===== config.mk =====
export PLATFORM = sky130hd
export DESIGN_NAME = cses_sequencer
export DESIGN_NICKNAME = d
export VERILOG_FILES = /design/src/cses_pkg.sv /design/src/cses_seq_if.sv /design/src/cses_step_counter.sv /design/src/cses_sequencer.sv
export VERILOG_INCLUDE_DIRS = /design/src
export SDC_FILE = /design/constraint.sdc
export NUM_CORES = 1
export LEC_CHECK = 0
export BUFFER_PORTS_ARGS = -buffer_cell sky130_fd_sc_hd__buf_4
export CAP_MARGIN = 20
export CORE_MARGIN = 3
export CORE_UTILIZATION = 35
export DETAILED_ROUTE_END_ITERATION = 10
export PLACE_DENSITY = 0.71
export SLEW_MARGIN = 25
export SYNTH_ARGS = -nofsm -noshare
export SYNTH_HDL_FRONTEND = slang
export SYNTH_SLANG_ARGS = --single-unit

===== constraint.sdc =====
create_clock -name mclk -period 4.2 [get_ports mclk]
set_input_delay 0 -clock mclk [delete_from_list [all_inputs] [get_ports mclk]]
set_output_delay 0 -clock mclk [all_outputs]
set_load 0.01 [all_outputs]

===== src/cses_consts.svh =====
`ifndef CSES_CONSTS_SVH
`define CSES_CONSTS_SVH
// address widths
`define CSES_ADDR_W 24
`define CSES_EA1M_W 20
// condition code bit positions
`define CSES_CCR_I 7
`define CSES_CCR_UI 6
// reset value of the user flag enable control
`define CSES_UE_RESET 1'b1
// stack push sequence length in cycles (pc low, pc high, ccr)
`define CSES_PUSH_CYC 3
// vector fetch length in cycles
`define CSES_VEC_CYC 2
`endif


===== src/cses_pkg.sv =====
package cses_pkg;
  // processing states, one-hot
  typedef enum logic [7:0] {
    CSES_RESET = 8'h01,
    CSES_EXEC = 8'h02,
    CSES_STACK = 8'h04,
    CSES_VECTOR = 8'h08,
    CSES_SLEEP = 8'h10,
    CSES_SWSTBY = 8'h20,
    CSES_HWSTBY = 8'h40,
    CSES_BUSREL = 8'h80
  } cses_state_t;
  // exception kinds
  typedef enum logic [1:0] {
    CSES_EXC_NONE = 2'h0,
    CSES_EXC_RESET = 2'h1,
    CSES_EXC_IRQ = 2'h2,
    CSES_EXC_TRAP = 2'h3
  } cses_exc_t;
endpackage


===== src/cses_seq_if.sv =====
`timescale 1ns/100ps
// sequencing handshake between the controller and its step counter
interface cses_seq_if;
  logic start;
  logic [2:0] length;
  logic done;
  modport ctrl (output start, output length, input done);
  modport cnt (input start, input length, output done);
endinterface


===== src/cses_step_counter.sv =====
`timescale 1ns/100ps
// counts the cycles of one exception sub-sequence, pulses done at its end
module cses_step_counter (
  input wire logic mclk,
  input wire logic rst,
  cses_seq_if.cnt seq
);
  logic [2:0] count_r; // remaining cycles
  logic busy_r; // sequence running
  logic done_r; // end pulse

  // load on start; a start while busy restarts the count
  always_ff @(posedge mclk or posedge rst) begin
    if (rst) begin
      count_r <= 3'h0;
      busy_r <= 1'b0;
      done_r <= 1'b0;
    end else begin
      done_r <= 1'b0;
      if (seq.start) begin
        count_r <= seq.length;
        busy_r <= 1'b1;
      end else if (busy_r) begin
        if (count_r <= 3'h1) begin
          busy_r <= 1'b0;
          done_r <= 1'b1;
        end else begin
          count_r <= count_r - 3'h1;
        end
      end
    end
  end

  assign seq.done = done_r;
endmodule


===== src/cses_sequencer.sv =====
`timescale 1ns/100ps
`include "cses_consts.svh"
module cses_sequencer #(
  parameter int ADDR_W = `CSES_ADDR_W,
  parameter int EA_W = `CSES_EA1M_W
) (
  input wire logic mclk,
  input wire logic rst,
  input wire logic chipInitLow, // external init pin, async
  input wire logic hwStandbyIn, // external standby pin, active low, async
  input wire logic wdtOverflow, // watchdog overflow pulse, same clock
  input wire logic irqReq, // pending interrupt, already priority-masked by controller
  input wire logic irqNmi, // pending request is the non-maskable one
  input wire logic instrEnd, // current instruction completes this cycle
  input wire logic instrTrap, // completing instruction is a trap
  input wire logic instrHalt, // completing instruction is the halt
  input wire logic instrNoIrq, // completing instruction is a flag or control-register op
  input wire logic busReqIn, // external bus request
  input wire logic wakeIrq, // wake-up interrupt from sleep or software standby
  input wire logic sleepDepthSelect, // halt goes to software standby when high
  input wire logic userFlagEnable, // aux flag acts as user bit when high
  input wire logic mode1M, // 1-Mbyte address mode
  input wire logic ccrWrEn, // software writes the condition code
  input wire logic [7:0] ccrWrData,
  input wire logic [ADDR_W-1:0] rawAddr, // computed operand or branch address
  input wire logic [ADDR_W-1:0] pcIn, // program counter to stack
  input wire logic [ADDR_W-1:0] stackPtrIn, // stack pointer value
  output cses_pkg::cses_state_t procState,
  output cses_pkg::cses_exc_t excKind,
  output logic [ADDR_W-1:0] effAddr,
  output logic [7:0] condCodeReg,
  output logic pushValid, // a stack write is issued
  output logic [ADDR_W-1:0] pushAddr,
  output logic [ADDR_W-1:0] pushData,
  output logic vecFetch, // vector table read running
  output logic irqAck, // interrupt accepted at a boundary
  output logic cpuClkStop, // cpu and clock halted
  output logic periphReset, // on-chip peripherals held in reset
  output logic busGrant
);
  import cses_pkg::*;

  cses_state_t state_r, state_nxt;
  cses_exc_t exc_r; // exception being handled
  logic [1:0] initSync_r, stbySync_r; // two-stage pin synchronisers
  logic initLvl_r, stbyLvl_r; // synchronised levels for edge checks
  logic [7:0] ccr_r;
  logic irqBlock_r; // suppresses sampling at the next boundary
  logic [ADDR_W-1:0] ea_r, pushAddr_r, pushData_r, sp_r;
  logic pushValid_r, vecFetch_r, irqAck_r, clkStop_r, perRst_r, grant_r;
  logic [1:0] pushIdx_r; // which word is being pushed
  logic seqStartMark;
  cses_seq_if seq ();

  cses_step_counter u_steps (.mclk(mclk), .rst(rst), .seq(seq));

  // address truncation helper, used for both effective and stack addresses
  function automatic logic [ADDR_W-1:0] trunc_addr(input logic [ADDR_W-1:0] a,
                                                  input logic m);
    trunc_addr = m ? {{(ADDR_W-EA_W){1'b0}}, a[EA_W-1:0]} : a;
  endfunction

  // pins cross into mclk through two flops before any use
  always_ff @(posedge mclk or posedge rst) begin
    if (rst) begin
      initSync_r <= 2'h0;
      stbySync_r <= 2'h3;
      initLvl_r <= 1'b0;
      stbyLvl_r <= 1'b1;
    end else begin
      initSync_r <= {initSync_r[0], chipInitLow};
      stbySync_r <= {stbySync_r[0], hwStandbyIn};
      initLvl_r <= initSync_r[1];
      stbyLvl_r <= stbySync_r[1];
    end
  end

  wire initLow = ~initSync_r[1];
  wire initRise = initSync_r[1] & ~initLvl_r;
  wire stbyLow = ~stbySync_r[1];
  // the mask bit only gates maskable requests, nmi passes it
  // a flag or control-register op closes its own boundary to interrupts, so the
  // mask value that the op writes is in force before anything is sampled again
  // limitation: a request that arrives then simply waits for the next boundary
  // irqBlock_r covers the reset sequence and the first boundary after it
  wire irqTake = irqReq & (irqNmi | ~ccr_r[`CSES_CCR_I]) & ~irqBlock_r & ~instrNoIrq;
  wire atBoundary = (state_r == CSES_EXEC) & instrEnd;

  // next processing state
  // the case picks the normal successor; the pin and watchdog overrides below
  // are applied last so that they beat anything the case has chosen
  // a sequence start is cancelled by an override, since the counter must not
  // keep running into a state that no longer waits for it
  always_comb begin
    state_nxt = state_r;
    seqStartMark = 1'b0;
    case (state_r)
      CSES_RESET: begin
        if (initRise) begin
          state_nxt = CSES_VECTOR;
          seqStartMark = 1'b1;
        end
      end
      CSES_EXEC: begin
        if (busReqIn) begin
          state_nxt = CSES_BUSREL;
        end else if (atBoundary & irqTake) begin
          state_nxt = CSES_STACK;
          seqStartMark = 1'b1;
        end else if (atBoundary & instrTrap) begin
          state_nxt = CSES_STACK;
          seqStartMark = 1'b1;
        end else if (atBoundary & instrHalt) begin
          state_nxt = sleepDepthSelect ? CSES_SWSTBY : CSES_SLEEP;
        end
      end
      CSES_STACK: begin
        if (seq.done) begin
          state_nxt = CSES_VECTOR;
          seqStartMark = 1'b1;
        end
      end
      CSES_VECTOR: begin
        if (seq.done) begin
          state_nxt = CSES_EXEC;
        end
      end
      CSES_SLEEP, CSES_SWSTBY: begin
        if (wakeIrq) begin
          state_nxt = CSES_EXEC;
        end
      end
      CSES_HWSTBY: begin
        // leaving hardware standby goes through reset
        if (!stbyLow) begin
          state_nxt = CSES_RESET;
        end
      end
      CSES_BUSREL: begin
        if (!busReqIn) begin
          state_nxt = CSES_EXEC;
        end
      end
      default: state_nxt = CSES_RESET;
    endcase
    // overrides in priority: standby pin, then reset sources
    if (stbyLow) begin
      state_nxt = CSES_HWSTBY;
      seqStartMark = 1'b0;
    end else if (initLow | wdtOverflow) begin
      state_nxt = CSES_RESET;
      seqStartMark = 1'b0;
    end
  end

  // the counter length follows the state being entered: three words to push,
  // or the vector read; the counter holds done one cycle past its last step,
  // so each sub-sequence lasts its length plus one cycle
  assign seq.start = seqStartMark;
  assign seq.length = (state_nxt == CSES_STACK) ? 3'(`CSES_PUSH_CYC) : 3'(`CSES_VEC_CYC);

  // state register and current exception kind
  always_ff @(posedge mclk or posedge rst) begin
    if (rst) begin
      state_r <= CSES_RESET;
      exc_r <= CSES_EXC_RESET;
    end else begin
      state_r <= state_nxt;
      if (state_nxt == CSES_RESET) begin
        exc_r <= CSES_EXC_RESET;
      end else if (state_r == CSES_EXEC && state_nxt == CSES_STACK) begin
        exc_r <= (atBoundary & irqTake) ? CSES_EXC_IRQ : CSES_EXC_TRAP;
      end else if (state_r == CSES_VECTOR && state_nxt == CSES_EXEC) begin
        exc_r <= CSES_EXC_NONE;
      end
    end
  end

  // interrupt blocking during reset handling and at the first boundary after it
  // set throughout the reset state and the reset vector fetch; the first
  // instruction boundary that follows clears it, whatever that instruction was
  always_ff @(posedge mclk or posedge rst) begin
    if (rst) begin
      irqBlock_r <= 1'b1;
    end else if (state_r == CSES_RESET || (state_r == CSES_VECTOR && exc_r == CSES_EXC_RESET)) begin
      irqBlock_r <= 1'b1;
    end else if (atBoundary) begin
      // flag ops are refused at their own boundary through irqTake
      irqBlock_r <= 1'b0;
    end
  end

  // condition code register; hardware mask setting wins over a software write
  always_ff @(posedge mclk or posedge rst) begin
    if (rst) begin
      ccr_r <= 8'h80;
    end else if (state_nxt == CSES_RESET) begin
      // set on the very edge that enters reset, so the mask is up while in it
      ccr_r[`CSES_CCR_I] <= 1'b1;
    end else if (state_r == CSES_STACK && seq.done) begin
      ccr_r[`CSES_CCR_I] <= 1'b1;
      // with user flags enabled the aux flag is left alone
      if (!userFlagEnable) begin
        ccr_r[`CSES_CCR_UI] <= 1'b1;
      end
    end else if (ccrWrEn && state_r == CSES_EXEC) begin
      ccr_r <= ccrWrData;
    end
  end

  // stack pushes: pc low word, pc high part, then flags, each at a lower address
  // the stack pointer is captured at entry so a change on its input during the
  // pushes cannot split the frame across two different bases
  // the flags word is the value before the mask update, which comes at done
  // in 1-Mbyte mode the push address is truncated like any other address
  always_ff @(posedge mclk or posedge rst) begin
    if (rst) begin
      pushValid_r <= 1'b0;
      pushIdx_r <= 2'h0;
      sp_r <= '0;
      pushAddr_r <= '0;
      pushData_r <= '0;
    end else if (state_r == CSES_EXEC && state_nxt == CSES_STACK) begin
      sp_r <= stackPtrIn;
      pushIdx_r <= 2'h0;
      pushValid_r <= 1'b0;
    end else if (state_r == CSES_STACK && !seq.done) begin
      pushValid_r <= 1'b1;
      pushIdx_r <= pushIdx_r + 2'h1;
      pushAddr_r <= trunc_addr(sp_r - ADDR_W'({pushIdx_r, 1'b0}) - ADDR_W'(2), mode1M);
      if (pushIdx_r == 2'h0) begin
        pushData_r <= {{(ADDR_W-16){1'b0}}, pcIn[15:0]};
      end else if (pushIdx_r == 2'h1) begin
        pushData_r <= {16'h0, pcIn[ADDR_W-1:16]};
      end else begin
        pushData_r <= {{(ADDR_W-8){1'b0}}, ccr_r};
      end
    end else begin
      pushValid_r <= 1'b0;
    end
  end

  // effective address, acknowledge, vector fetch, power and bus outputs
  // all of these follow state_nxt so that they line up with procState
  // rather than trailing it by a cycle; effAddr is one cycle behind rawAddr
  // peripheral reset is also held in the reset state itself, which keeps
  // peripherals quiet until the reset vector fetch starts
  always_ff @(posedge mclk or posedge rst) begin
    if (rst) begin
      ea_r <= '0;
      vecFetch_r <= 1'b0;
      irqAck_r <= 1'b0;
      clkStop_r <= 1'b0;
      perRst_r <= 1'b1;
      grant_r <= 1'b0;
    end else begin
      ea_r <= trunc_addr(rawAddr, mode1M);
      vecFetch_r <= (state_nxt == CSES_VECTOR);
      irqAck_r <= (state_r == CSES_EXEC) && (state_nxt == CSES_STACK) && atBoundary && irqTake;
      // sleep keeps the clock for peripherals; standby stops it
      clkStop_r <= (state_nxt == CSES_SLEEP) || (state_nxt == CSES_SWSTBY) ||
                   (state_nxt == CSES_HWSTBY);
      perRst_r <= (state_nxt == CSES_SWSTBY) || (state_nxt == CSES_HWSTBY) ||
                  (state_nxt == CSES_RESET);
      grant_r <= (state_nxt == CSES_BUSREL);
    end
  end

  // every output is a plain copy of a register
  assign procState = state_r;
  assign excKind = exc_r;
  assign effAddr = ea_r;
  assign condCodeReg = ccr_r;
  assign pushValid = pushValid_r;
  assign pushAddr = pushAddr_r;
  assign pushData = pushData_r;
  assign vecFetch = vecFetch_r;
  assign irqAck = irqAck_r;
  assign cpuClkStop = clkStop_r;
  assign periphReset = perRst_r;
  assign busGrant = grant_r;
endmodule


[After elaboration in Yosys (flattened, before gate mapping)]
Index checks and enable logic that the tools add are counted.
Word-level totals
  word-level logic and storage cells: 140
  output and inout bits: 96
  flip-flop bits (word level): 133
Operators by class
  eq/ne operators: 19
  bitwise logic cells: 18
  muxes and demuxes: 49
  order comparisons: 1
  add/subtract/negate cells: 4
  reduce and logical (&&, ||, !) cells: 26
Operators by type and width (number)
  2-to-1 mux 8 bit: 13
  2-to-1 mux 24 bit: 2
  one-hot mux 8 bit (6 select lines): 1
  subtractor 24 x 2 -> 24 bit (second input constant): 1
  subtractor 24 x 3 -> 24 bit: 1
  2-to-1 mux 1 bit: 21
  == test 8 x 1 -> 1 bit (second input constant): 2
  == test 8 x 2 -> 1 bit (second input constant): 2
  == test 8 x 3 -> 1 bit (second input constant): 2
  == test 8 x 4 -> 1 bit (second input constant): 2
  == test 8 x 5 -> 1 bit (second input constant): 2
  == test 8 x 6 -> 1 bit (second input constant): 2
  == test 8 bit (second input constant): 2
  2-to-1 mux 16 bit: 1
  2-to-1 mux 2 bit: 6
  2-to-1 mux 3 bit: 3
  AND 1 bit: 8
  == test 8 x 7 -> 1 bit (second input constant): 1
  logical AND 1 bit: 8
  inverter 1 bit: 8
  nonzero test 2 bit: 4
  2-to-1 mux 6 bit: 1
  AND reduction 3 bit: 2
  nonzero test 3 bit: 2
  other kinds (12): 20

[Longest topological paths before layout]
Gate-level depths: netlist of run 1.
  word-level depth: 16
  depth in mapped cells: 10
  gate-level depth less buffers: 9

[Cells and area by module]
From an unflattened synthesis of run 1, not the netlist that was laid out.
Unflattened totals
  cells, all modules: 549
  area total of the unflattened synthesis: 5845.6 um^2
Modules (own cells, without submodules)
  cses_sequencer: cells each 514, area an instance 5546.6 um^2, instances 1
  cses_step_counter: cells each 35, area an instance 299.0 um^2, instances 1

[Worst setup path before layout of run 1]
OpenSTA, ideal clock, no wires.
  path type: register to register
  start: reg pushIdx_r[1]
  end: reg pushAddr_r[23], in the netlist pushAddr[23]
  slack: 1.720 ns
  clock period less this slack: 2.480 ns
  stages on the path, launching flop included: 10
  arrival: 2.359 ns
  cells stage by stage: dfrtp_1 -> ha_1 -> inv_1 -> fa_1 -> a21o_1 -> or3_1 -> buf_2 -> nor4_2 -> xor2_1 -> a22o_1
Between the ends
  word-level cells in the longest chain between the ends: 3
Ends and longest elaborated chain
  start: declaration: RTL line cses_sequencer.sv:51  | logic [1:0] pushIdx_r;
  start signal: assignment: RTL line cses_sequencer.sv:229  | pushIdx_r <= pushIdx_r + 2'h1;
  subtractor 24 x 3 -> 24 bit: RTL line cses_sequencer.sv:230  | pushAddr_r <= trunc_addr(sp_r - ADDR_W'({pushIdx_r, 1'b0}) - ADDR_W'(2), mode1M);
  subtractor 24 x 2 -> 24 bit: RTL line cses_sequencer.sv:230
  2-to-1 mux 24 bit: RTL line cses_sequencer.sv:60  | trunc_addr = m ? {{(ADDR_W-EA_W){1'b0}}, a[EA_W-1:0]} : a;
  end signal: assignment: RTL line cses_sequencer.sv:230
  end: declaration: RTL line cses_sequencer.sv:49  | logic [ADDR_W-1:0] ea_r, pushAddr_r, pushData_r, sp_r;
Every way passes these cells.
A chain may end at the register's enable or synchronous reset.

[Worst setup path after layout of run 1]
  start: reg state_r[4], in the netlist procState[4]
  end: reg irqAck_r, in the netlist irqAck
Between the ends
  word-level cells in the longest chain between the ends: 14
  elaborated cells between the ends (all ways): 28
  classes of those cells: eq/ne: 8; mux: 12; bitwise: 4; reduce/logical: 4
Ends and longest elaborated chain
  start: declaration: RTL line cses_sequencer.sv:43  | cses_state_t state_r, state_nxt;
  start signal: assignment: RTL line cses_sequencer.sv:168  | state_r <= state_nxt;
  == test 8 x 2 -> 1 bit: RTL line cses_sequencer.sv:87, cses_sequencer.sv:97, cses_sequencer.sv:259
  AND 1 bit: RTL line cses_sequencer.sv:87  | wire atBoundary = (state_r == CSES_EXEC) & instrEnd;
  AND 1 bit: RTL line cses_sequencer.sv:113  | end else if (atBoundary & instrHalt) begin
  2-to-1 mux 8 bit: RTL line cses_sequencer.sv:113
  2-to-1 mux 8 bit: RTL line cses_sequencer.sv:110  | end else if (atBoundary & instrTrap) begin
  2-to-1 mux 8 bit: RTL line cses_sequencer.sv:107  | end else if (atBoundary & irqTake) begin
  2-to-1 mux 8 bit: RTL line cses_sequencer.sv:105  | if (busReqIn) begin
  one-hot mux 8 bit (6 select lines): RTL line cses_sequencer.sv:97  | case (state_r)
  2-to-1 mux 8 bit: RTL line cses_sequencer.sv:150  | end else if (initLow | wdtOverflow) begin
  2-to-1 mux 8 bit: RTL line cses_sequencer.sv:147  | if (stbyLow) begin
  == test 8 x 3 -> 1 bit: RTL line cses_sequencer.sv:259  | irqAck_r <= (state_r == CSES_EXEC) && (state_nxt == CSES_STACK) && atBoundary && irqTake;
  logical AND 1 bit: RTL line cses_sequencer.sv:259
  logical AND 1 bit * (2 in a row): RTL line cses_sequencer.sv:259
  end signal: assignment: RTL line cses_sequencer.sv:259
  end: declaration: RTL line cses_sequencer.sv:50  | logic pushValid_r, vecFetch_r, irqAck_r, clkStop_r, perRst_r, grant_r;
Mark *: on every way between the ends. The rest lies on a longest branch, timed or not.

==> results of run 1 <==
worst max path at each step:
stage               cells past startpoint          from  slack, ns            to
floorplan                               1           rst       0.88      busGrant
detailed placement                      6  procState[4]       1.44   pushAddr[6]
CTS                                     5  procState[4]       1.14        irqAck
global route                            5  procState[4]       0.97        irqAck
global placement                        6  procState[5]       1.49  pushAddr[11]
finish                                  5  procState[4]       1.18        irqAck
layout make-up:
cell class | count | share of cell area [%]
clock inverter | 13 | 2.17
sequential | 125 | 35.9
multi-input combinational | 350 | 27.3
timing repair buffer | 271 | 25.7
tap | 216 | 3.09
clock buffer | 19 | 5.06
inverter | 18 | 0.801
routing by layer:
metal / track usage, % / wire length [um] / vias to the layer above
met5: 0 / 0 / -
met2: 29.2 / 7850 / 136
met1: 23.6 / 7000 / 2353
met3: 4.31 / 857 / 29
met4: 6.45 / 352 / 0
li1: - / - / 2333
sequential cells by signal, summed over array words and instances (netlist names), 2 cells and up:
| register | flops |
|---|---|
| stbySync_r | 2 |
| effAddr | 24 |
| u_steps.count_r | 3 |
| procState | 8 |
| condCodeReg | 8 |
| pushData | 16 |
| pushAddr | 24 |
| excKind | 2 |
| sp_r | 24 |
| initSync_r | 2 |
| pushIdx_r | 2 |
per-stage QoR:
stage          cells  worst slack [ns]  hold slack, ns  util (%)
3_5_place_dp     896              1.44         -0.0231      45.4
3_3_place_gp     896              1.49         -0.0247      45.4
5_1_grt         1012             0.972          0.0399      54.7
2_1_floorplan    526             0.884         0.00448         -
4_1_cts         1012              1.14         0.00357      54.7
6_report        1012              1.18          0.0174      54.7
layout by cell type (no fill, tap or decap), types with 3 or more instances in the layout:
cell type and count:
sky130_fd_sc_hd__clkinv_4 3, sky130_fd_sc_hd__nor3b_1 3, sky130_fd_sc_hd__clkbuf_16 17, sky130_fd_sc_hd__buf_4 187
sky130_fd_sc_hd__nor2b_1 11, sky130_fd_sc_hd__nand3_1 14, sky130_fd_sc_hd__nor4b_1 3, sky130_fd_sc_hd__nand2_1 69
sky130_fd_sc_hd__nand4_1 3, sky130_fd_sc_hd__o21ai_0 35, sky130_fd_sc_hd__dfrtp_1 118, sky130_fd_sc_hd__and3_1 3
sky130_fd_sc_hd__nor4_1 6, sky130_fd_sc_hd__xnor2_1 18, sky130_fd_sc_hd__ha_1 8, sky130_fd_sc_hd__nor3_1 4
sky130_fd_sc_hd__a31oi_1 3, sky130_fd_sc_hd__o211ai_1 8, sky130_fd_sc_hd__dfstp_2 7, sky130_fd_sc_hd__mux2i_1 8
sky130_fd_sc_hd__nor2_1 26, sky130_fd_sc_hd__nand2b_1 9, sky130_fd_sc_hd__a21oi_1 15, sky130_fd_sc_hd__conb_1 8
sky130_fd_sc_hd__mux2_4 23, sky130_fd_sc_hd__or3_1 7, sky130_fd_sc_hd__nand4b_1 5, sky130_fd_sc_hd__o21ai_1 5
sky130_fd_sc_hd__xor2_1 6, sky130_fd_sc_hd__a22o_1 4, sky130_fd_sc_hd__or4_1 3, sky130_fd_sc_hd__dlygate4sd3_1 84
sky130_fd_sc_hd__inv_1 16, sky130_fd_sc_hd__bufinv_16 4, sky130_fd_sc_hd__clkinvlp_4 4
worst register-to-register path: cells and delay by family (launching register included):
family          cells  cell delay (ns)
simple gates        3             1.53
buf+inv             1             0.57
flops               1             0.53
compound gates      1             0.33
power groups by stage:
stage / Clock (mW) / Combinational, mW / Sequential (mW)
finish: 1.56 / 0.265 / 1.26
global route: 1.65 / 0.296 / 1.26
CTS: 1.59 / 0.267 / 1.26
detailed placement: 0 / 0.204 / 1.28
global placement: 0 / 0.201 / 1.28
floorplan: 0 / 0.0889 / 1.28
kinds of logic after synthesis:
| logic type | count (synthesis) |
|---|---|
| AO/OA/AOI/OAI | 90 |
| XOR/XNOR | 24 |
| adder cells (fa/ha/maj) | 9 |
| buffers and inverters | 51 |
| flip-flops | 125 |
| multiplexers | 32 |
| other | 1 |
| AND/OR/NAND/NOR | 187 |
==> flow_summary.yaml, run 1 <==
route:
  post_route_wl_um: 16100
  drt_pre_antenna_iters: 4
  route.detailed.vias_per_inst: 4.79
  route.vias.total: 4851
  routedWlPerCell_um: 15.9
  drt_drc_violations_left: 0
  drtAntennaViolNets: 0
  drt-initial-drc-count: 262
sta:
  maxClockFrequency_mhz: 331
  worst_margin_pin_slew_ns: 0.865
  clock_skew_ns: 0.00730
  setup_viol: 0
  period_minus_slack_ns: 3.02
  setup-tns-final_ns: 0
  min_period_over_period_pct: 71.9
  number_of_pins_with_negative_max_slew_slack_in_the_final_report: 0
  rsz0062_at_grt: "false"
  worst_relative_slew_slack_pct: 42.4
  report.final.hold_viol_count: 0
synthesis:
  yosys.area_share.xor_xnor_pct: 3.65
  synth_enable_flop_cells: 0
  synth_compound_gate_area_share_pct: 9.81
  synth-seq-area-share_pct: 54.5
  ys_ff_latch: 125
  post_synth_inst_count: 519
  synth_mux_area_share_pct: 7.59
  synth_top_cell_area_share_pct: 51.3
  synth.most_common_cell: "sky130_fd_sc_hd__dfrtp_1"
  ys_async_sr_fraction_pct: 100
  main_combinational_cell_family_by_area_after_synthesis: "simple AND/OR/NAND/NOR gates"
  ys.flop_type: "sky130_fd_sc_hd__dfrtp_1"
  synth_cell_types: 67
  synthSimpleGateAreaFrac_pct: 17.9
  synth_area_leaders: "sky130_fd_sc_hd__dfrtp_1 (51%), sky130_fd_sc_hd__mux2_4 (6.0%), sky130_fd_sc_hd__nand2_1 (4.6%)"
  yosys.area_share.adder_pct: 2.09
  yosysTopAreaCell: "sky130_fd_sc_hd__dfrtp_1"
  ys_top_cells_by_count: "sky130_fd_sc_hd__dfrtp_1 (118), sky130_fd_sc_hd__nand2_1 (70), sky130_fd_sc_hd__o21ai_0 (35), sky130_fd_sc_hd__nor2_1 (26), sky130_fd_sc_hd__mux2_4 (23)"
  cell_area_after_technology_mapping_um2: 5750
  yosys_warnings: 0
  post_synth.cell_area_avg_um2: 11.1
outcome:
  status: "complete, no violations"
final_layout:
  finish.net_count: 889
  seqCellArea_um2: 3140
  final_design_area_no_fill_um2: 8750
  fraction_of_layout_instances_using_a_drive_strength_above_1_pct: 33.3
  antennaDiodeCount: 0
  nFillCells: 1354
  multi_input_gate_area_um2: 2390
  area_growth_syn_to_layout_pct: 52.1
clocking:
  cts.htree.levels: 4
  clk_transition_reported_paths_ns: 0.06
  cts-buffers-inserted: 17
  cts_hold_repair.buffers: 84
  clock_tree_from_tritoncts: "built"
  cts-resized-gates: 0
  clock_path_buffers: 2
  post_cts_buffers: 0
  clk_latency_ns: 0.41
  clock_sink_count: 125
  clock_root_buffer_master: "sky130_fd_sc_hd__clkbuf_16"
floorplanning:
  fp.dieW_um: 134
  initial_core_util_pct: 35.9
  rows: 46
  num_io_pins: 193
  die_area_um2: 18000
  design.core.area_um2: 16000
  die-height_um: 134
critical_path:
  r2r_setup_slk_ns: 1.18
  slowest_delay_ns: 0.61
  timing.rr.end: "irqAck"
  cp_data_arrival_time_ns: 3.36
  worst-path-buf-inv: 1
  critical_path.top_delay_family: "simple AND/OR/NAND/NOR gates"
  setup.worst_path.class: "register to register"
  cpMaxStageDelayCell: "sky130_fd_sc_hd__or4_1"
  critical_path.max_fanout: 32
  crit_path_start_kind: "register"
  worstPathRequired_ns: 4.54
  series_of_cell_instances_along_the_critical_path: "or4_1, nor4_1, nand2_2, a211oi_1, dlygate4sd3_1"
  reg2reg_from: "procState[4]"
  critical_path.endpoint_type: "register"
  reg2reg_depth: 5
global_routing:
  globalRouteTotalUtil_pct: 18.0
  number_of_antenna_violations_at_the_first_check_in_global_routing: 0
  grt-ovfl-total: 0
  grt_start_max_net_pins: 55
  grt_first_pass_wirelength_um: 25800
  first_global_vias: 4944
power:
  power.leakage_nw: 4.28
  netSwitchingPower_uw: 673
  seq_power_share_pct: 40.9
  switching_share_pct: 21.9
  power.density_nw_per_um2: 352
  pwr-share-clk_pct: 50.5
  power_report.internal_total_mw: 2.41
  combinationalPowerShare_pct: 8.6
  finalPower_mw: 3.08
  vdd_ir_drop_max_v: 0.000316
job:
  max_cap_violations: 0
placed_design:
  place.gp.congestion: 0.797
  io_buffers: 184
  dpl-instance-area_um2: 7270
  dp_hpwl_um: 10900
min_path:
  worst_hold_path_class: "primary input to register"
  hold-path-endpoint: "pushData[6]"
  hold-path-cell-count: 5
  hold_path.startpoint: "pcIn[22]"
Power figures use the tool's default switching activity.
==> run 2, diff against run 1 <==
--- a/config.mk
+++ b/config.mk
@@ -11,7 +11,7 @@
 export CORE_MARGIN = 3
 export CORE_UTILIZATION = 35
 export DETAILED_ROUTE_END_ITERATION = 10
-export PLACE_DENSITY = 0.71
+export PLACE_DENSITY = 0.73
 export SLEW_MARGIN = 25
 export SYNTH_ARGS = -nofsm -noshare
 export SYNTH_HDL_FRONTEND = slang
==> constraint.sdc (replaced) <==
create_clock -name mclk -period 2.5 [get_ports mclk]
set_input_delay 0 -clock mclk [delete_from_list [all_inputs] [get_ports mclk]]
set_output_delay 0 -clock mclk [all_outputs]
set_load 0.01 [all_outputs]
==> run 2 against run 1 <==
Final cell count grew 2.0%. Sequential power grew 68%. Critical path depth grew 3. Clock power grew 66%. Count of clock-buffer cells in the layout shrank 2. Global-route usage grew 0.34 points. Utilization grew 1.3 points. Worst hold slack gained 0.0030 ns. Critical endpoint is now pushAddr[23]. Largest cell class unchanged. Largest power group unchanged.
==> flow_summary.yaml, run 2 (synthesis gave the netlist of run 1 again) <==
outcome:
  status: "complete, no violations"
route:
  drt_pre_antenna_iters: 6
  route.vias.total: 4907
  routedWlPerCell_um: 15.9
  route.detailed.vias_per_inst: 4.75
  drtAntennaViolNets: 0
  drt_drc_violations_left: 0
  post_route_wl_um: 16400
  drt-initial-drc-count: 253
final_layout:
  final_cell_mix: "sky130_fd_sc_hd__buf_4 (206), sky130_fd_sc_hd__dfrtp_1 (118), sky130_fd_sc_hd__dlygate4sd3_1 (81)"
  layout.cells.non_filler: 1032
  area_growth_syn_to_layout_pct: 55.7
  final_common_cell: "sky130_fd_sc_hd__buf_4"
  final_design_area_no_fill_um2: 8950
  antennaDiodeCount: 0
  layout.core_utilization_pct: 56.0
  finish.net_count: 909
  fraction_of_layout_instances_using_a_drive_strength_above_1_pct: 35.7
sta:
  clock_skew_ns: 0.00723
  worst_relative_slew_slack_pct: 58.5
  report.final.hold_viol_count: 0
  worst_margin_pin_slew_ns: 0.622
  maxClockFrequency_mhz: 424
  number_of_pins_with_negative_max_slew_slack_in_the_final_report: 0
  hold_slack_ns: 0.0204
  post-route-worst-setup-slack_ns: 0.143
  setup-tns-final_ns: 0
  period_minus_slack_ns: 2.36
  setup_viol: 0
  min_period_over_period_pct: 94.3
floorplanning:
  num_io_pins: 193
  rows: 46
  initial_core_util_pct: 35.9
  fp.dieW_um: 134
  die_area_um2: 18000
  die-height_um: 134
  design.core.area_um2: 16000
clocking:
  cts-buffers-inserted: 17
  clock_path_buffers: 2
  clock_sink_count: 125
  clk_transition_reported_paths_ns: 0.06
  clock_tree_from_tritoncts: "built"
  clock_root_buffer_master: "sky130_fd_sc_hd__clkbuf_16"
  cts.htree.levels: 4
  clk_latency_ns: 0.41
critical_path:
  critPathLaunch: "pushIdx_r[1]"
  crit_path_start_kind: "register"
  reg2reg_from: "pushIdx_r[1]"
  timing.rr.end: "pushAddr[23]"
  cp_data_arrival_time_ns: 2.65
  worstPathRequired_ns: 2.80
  critical_path.endpoint_type: "register"
  r2r_setup_slk_ns: 0.14
  crit_end: "pushAddr[23]"
  critical_path.max_fanout: 6
  setup.worst_path.class: "register to register"
  reg2reg_depth: 8
power:
  vdd_ir_drop_max_v: 0.000402
  power.density_nw_per_um2: 577
  power.leakage_nw: 4.41
  finalPower_mw: 5.16
placed_design:
  post_placement_cell_count: 918
  dp_hpwl_um: 11200
  dpl-instance-area_um2: 7490
  io_buffers: 184
  pre_cts_ws_ns: -0.0468
  place.gp.congestion: 0.820
global_routing:
  grt-ovfl-total: 0
  number_of_antenna_violations_at_the_first_check_in_global_routing: 0
  first_global_vias: 4988
  grt_start_max_net_pins: 71
  globalRouteTotalUtil_pct: 18.3
  grt_first_pass_wirelength_um: 26200
job:
  max_cap_violations: 0
min_path:
  worst_hold_path_class: "primary input to register"
[run 2: changes by cell type in the layout (fill, tap and decap cells not counted), moves of 2 or more]
cell,previous run,this run
sky130_fd_sc_hd__buf_4,187,206
sky130_fd_sc_hd__buf_12,0,4
sky130_fd_sc_hd__clkinv_2,1,4
sky130_fd_sc_hd__dlygate4sd3_1,84,81
sky130_fd_sc_hd__nor4_2,2,0
sky130_fd_sc_hd__nor4_4,1,3
[run 2: how the worst min path moves through the flow]
stage / start / endpoint / slack, ns / cells after the start
after detailed placement: hwStandbyIn / stbySync_r[0] / 0.11 / 1
after CTS: pcIn[17] / pushData[1] / 0.004 / 5
final: pcIn[22] / pushData[6] / 0.02 / 5
after global routing: pcIn[17] / pushData[1] / 0.05 / 5
after global placement: hwStandbyIn / stbySync_r[0] / 0.11 / 1
after floorplan: hwStandbyIn / stbySync_r[0] / 0.004 / 0
[run 2: layer usage]
| metal | track usage [%] | wire (um) | up-vias |
|---|---|---|---|
| met2 | 29.3 | 7810 | 178 |
| met4 | 6.45 | 363 | 0 |
| met1 | 24.0 | 7230 | 2325 |
| met5 | 0 | 0 | - |
| li1 | - | - | 2374 |
| met3 | 4.99 | 1010 | 30 |
[run 2: cell type report]
class,instances,area [um^2]
Fill cell,1361,7050
Sequential cell,125,3140
Timing Repair Buffer,291,2440
Multi-Input combinational cell,350,2420
Clock buffer,17,425
Tap cell,216,270
Clock inverter,15,198
Inverter,18,71.3
[run 2: critical path, stage by stage, from the launching register on]
cell,delay (ns)
sky130_fd_sc_hd__dfrtp_1,0.40
sky130_fd_sc_hd__ha_1,0.28
sky130_fd_sc_hd__inv_1,0.06
sky130_fd_sc_hd__fa_1,0.43
sky130_fd_sc_hd__a21o_1,0.18
sky130_fd_sc_hd__or3_4,0.44
sky130_fd_sc_hd__nor4_4,0.17
sky130_fd_sc_hd__xor2_1,0.09
sky130_fd_sc_hd__a22o_1,0.20
[run 2: repair_timing]
action | in CTS | in global routing
cloned | 0 | 0
setup buffers | 0 | 1
endpoints found under the hold margin | 107 | 0
resized for setup | 1 | 3
hold buffers | 81 | 0
pin swaps | 0 | 3
endpoints found under the setup margin | 2 | 4
[run 2: power breakdown]
group | switching, mW | internal [mW]
clock network | 0.930 | 1.66
logic | 0.184 | 0.269
registers | 0.0385 | 2.08
total | 1.15 | 4.01
==> run 3, diff against run 2 <==
--- a/config.mk
+++ b/config.mk
@@ -11,7 +11,7 @@
 export CORE_MARGIN = 3
 export CORE_UTILIZATION = 35
 export DETAILED_ROUTE_END_ITERATION = 10
-export PLACE_DENSITY = 0.73
+export PLACE_DENSITY = 0.72
 export SLEW_MARGIN = 25
 export SYNTH_ARGS = -nofsm -noshare
 export SYNTH_HDL_FRONTEND = slang
==> run 3 against run 2 <==
Clock power up 2%. Wire length up 0.85%. First-iteration DRC count grew 9.9%. Flip-flop and latch count unchanged. Final cell count about the same. Non-clock buffer count rose by 1. Clock skew fell by 0.0019 ns. Utilization rose by 0.25 points. Design area rose by 0.45%. Combinational power is essentially flat. Global-route usage up 0.28 points. Critical endpoint is now procState[5]. Sequential power hardly changed.
==> flow_summary.yaml, run 3 (synthesis gave the netlist of run 1 again) <==
outcome:
  status: "complete, no violations"
critical_path:
  worst-path-buf-inv: 1
  r2r_setup_slk_ns: 0.12
  levels_on_crit_path: 6
  cp_data_arrival_time_ns: 2.70
  slowest_delay_ns: 0.60
  setup.worst_path.class: "register to register"
  critical_path.top_delay_family: "simple AND/OR/NAND/NOR gates"
  worstPathRequired_ns: 2.83
  reg2reg_depth: 6
  cpMaxStageDelayCell: "sky130_fd_sc_hd__dlygate4sd3_1"
  crit_path_start_kind: "register"
  series_of_cell_instances_along_the_critical_path: "nor4b_4, nand3_2, nor4_4, nand2_1, dlygate4sd3_1, a21oi_1"
  critical_path.endpoint_type: "register"
  critical_path.max_fanout: 6
global_routing:
  grt-ovfl-total: 0
  globalRouteTotalUtil_pct: 18.6
  grt_start_max_net_pins: 126
  grt_first_pass_wirelength_um: 26600
  number_of_antenna_violations_at_the_first_check_in_global_routing: 0
  first_global_vias: 5229
sta:
  setup_viol: 0
  report.final.hold_viol_count: 0
  min_period_over_period_pct: 95.0
  worst_relative_slew_slack_pct: 56.4
  post-route-worst-setup-slack_ns: 0.124
  worst_margin_pin_slew_ns: 0.655
  clock_skew_ns: 0.00536
  period_minus_slack_ns: 2.38
  maxClockFrequency_mhz: 421
  number_of_pins_with_negative_max_slew_slack_in_the_final_report: 0
final_layout:
  fraction_of_layout_instances_using_a_drive_strength_above_1_pct: 35.5
  antennaDiodeCount: 0
  layout.core_utilization_pct: 56.2
  area_growth_syn_to_layout_pct: 56.4
  finish.net_count: 910
  final_cell_mix: "sky130_fd_sc_hd__buf_4 (204), sky130_fd_sc_hd__dfrtp_1 (118), sky130_fd_sc_hd__dlygate4sd3_1 (85)"
  nFillCells: 1353
  final_common_cell: "sky130_fd_sc_hd__buf_4"
clocking:
  clock_sink_count: 125
  clock_root_buffer_master: "sky130_fd_sc_hd__clkbuf_16"
  cts.htree.levels: 4
  clk_latency_ns: 0.41
  cts-buffers-inserted: 17
  clk_transition_reported_paths_ns: 0.06
  clock_tree_from_tritoncts: "built"
  clock_path_buffers: 2
route:
  drt_drc_violations_left: 0
  route.vias.total: 5025
  drt_pre_antenna_iters: 5
  route.detailed.vias_per_inst: 4.86
  post_route_wl_um: 16600
  routedWlPerCell_um: 16.0
  drtAntennaViolNets: 0
  drt-initial-drc-count: 278
floorplanning:
  rows: 46
  num_io_pins: 193
  design.core.area_um2: 16000
  fp.dieW_um: 134
  die-height_um: 134
  initial_core_util_pct: 35.9
  die_area_um2: 18000
power:
  power.leakage_nw: 4.41
  power.density_nw_per_um2: 580
  vdd_ir_drop_max_v: 0.000442
placed_design:
  pre_cts_ws_ns: -0.0750
  dp_hpwl_um: 11100
  place.gp.congestion: 0.818
  io_buffers: 184
min_path:
  hold-path-cell-count: 5
  worst_hold_path_class: "primary input to register"
job:
  max_cap_violations: 0
## run 3: cell types whose count changed in the layout (fill, tap and decap cells not counted), sizes merged
cell,previous run,this run
buf,210,207
dlygate4sd3,81,85
clkinv,8,4
clkbuf,17,19
inv,17,19
## run 3: worst min-delay path: cells and delay by family
family	cells	cell delay, ns
AOI/OAI and AO/OA	2	0.16
buffers and inverters	1	0.08
muxes	1	0.06
and+or+nand+nor	1	0.09
## run 3: layer usage
layer	GRT usage, %	vias up	routed length, um
li1	-	2371	-
met1	23.8	2429	6940
met2	29.9	191	8110
met3	4.73	34	1080
met4	8.31	0	415
met5	0	-	0
## run 3: where the power goes
part | total [mW] | switching, mW | internal [mW]
Clock | 2.65 | 0.928 | 1.73
Combinational | 0.452 | 0.183 | 0.269
Sequential | 2.11 | 0.0362 | 2.08
Total | 5.22 | 1.15 | 4.07
## run 3: path summary, 6_finish.rpt
check,startpoint,to
max,procState[3],procState[5]
min,pcIn[18],pushData[2]
max reg2reg,procState[3],procState[5]
min in group asynchronous,rst,effAddr[10]
min reg2reg,stbySync_r[0],stbySync_r[1]
max in group asynchronous,rst,initLvl_r
## run 3: what timing repair did
| action | in CTS | in global routing |
|---|---|---|
| endpoints found under the hold margin | 199 | 0 |
| setup endpoints to repair | 3 | 8 |
| pin swaps | 0 | 4 |
| setup buffers | 0 | 2 |
| hold buffers | 85 | 0 |
| gates resized for setup | 1 | 6 |
## run 3: cell type report
type	instances	area (um^2)	area share, %
clock inverter	13	188	2.09
tap	216	270	3.00
timing repair buffer	292	2440	27.2
clock buffer	19	453	5.04
sequential	125	3140	34.9
multi-input combinational	350	2430	27.1
inverter	18	71.3	0.793
## run 3: stage by stage
stage | cell area, um^2 | std cells | hold slack, ns | power, mW | setup TNS [ns]
finish | 8990 | 1033 | 0.0247 | 5.22 | 0
global route | 8990 | 1033 | 0.0564 | 5.43 | -0.0133
CTS | 8940 | 1031 | 0.00627 | 5.27 | 0
detailed placement | 7450 | 914 | 0.109 | 2.50 | -0.0783
global placement | 7450 | 914 | 0.109 | 2.49 | -0.0118
floorplan | 5780 | 526 | 0.00448 | 2.30 | 0
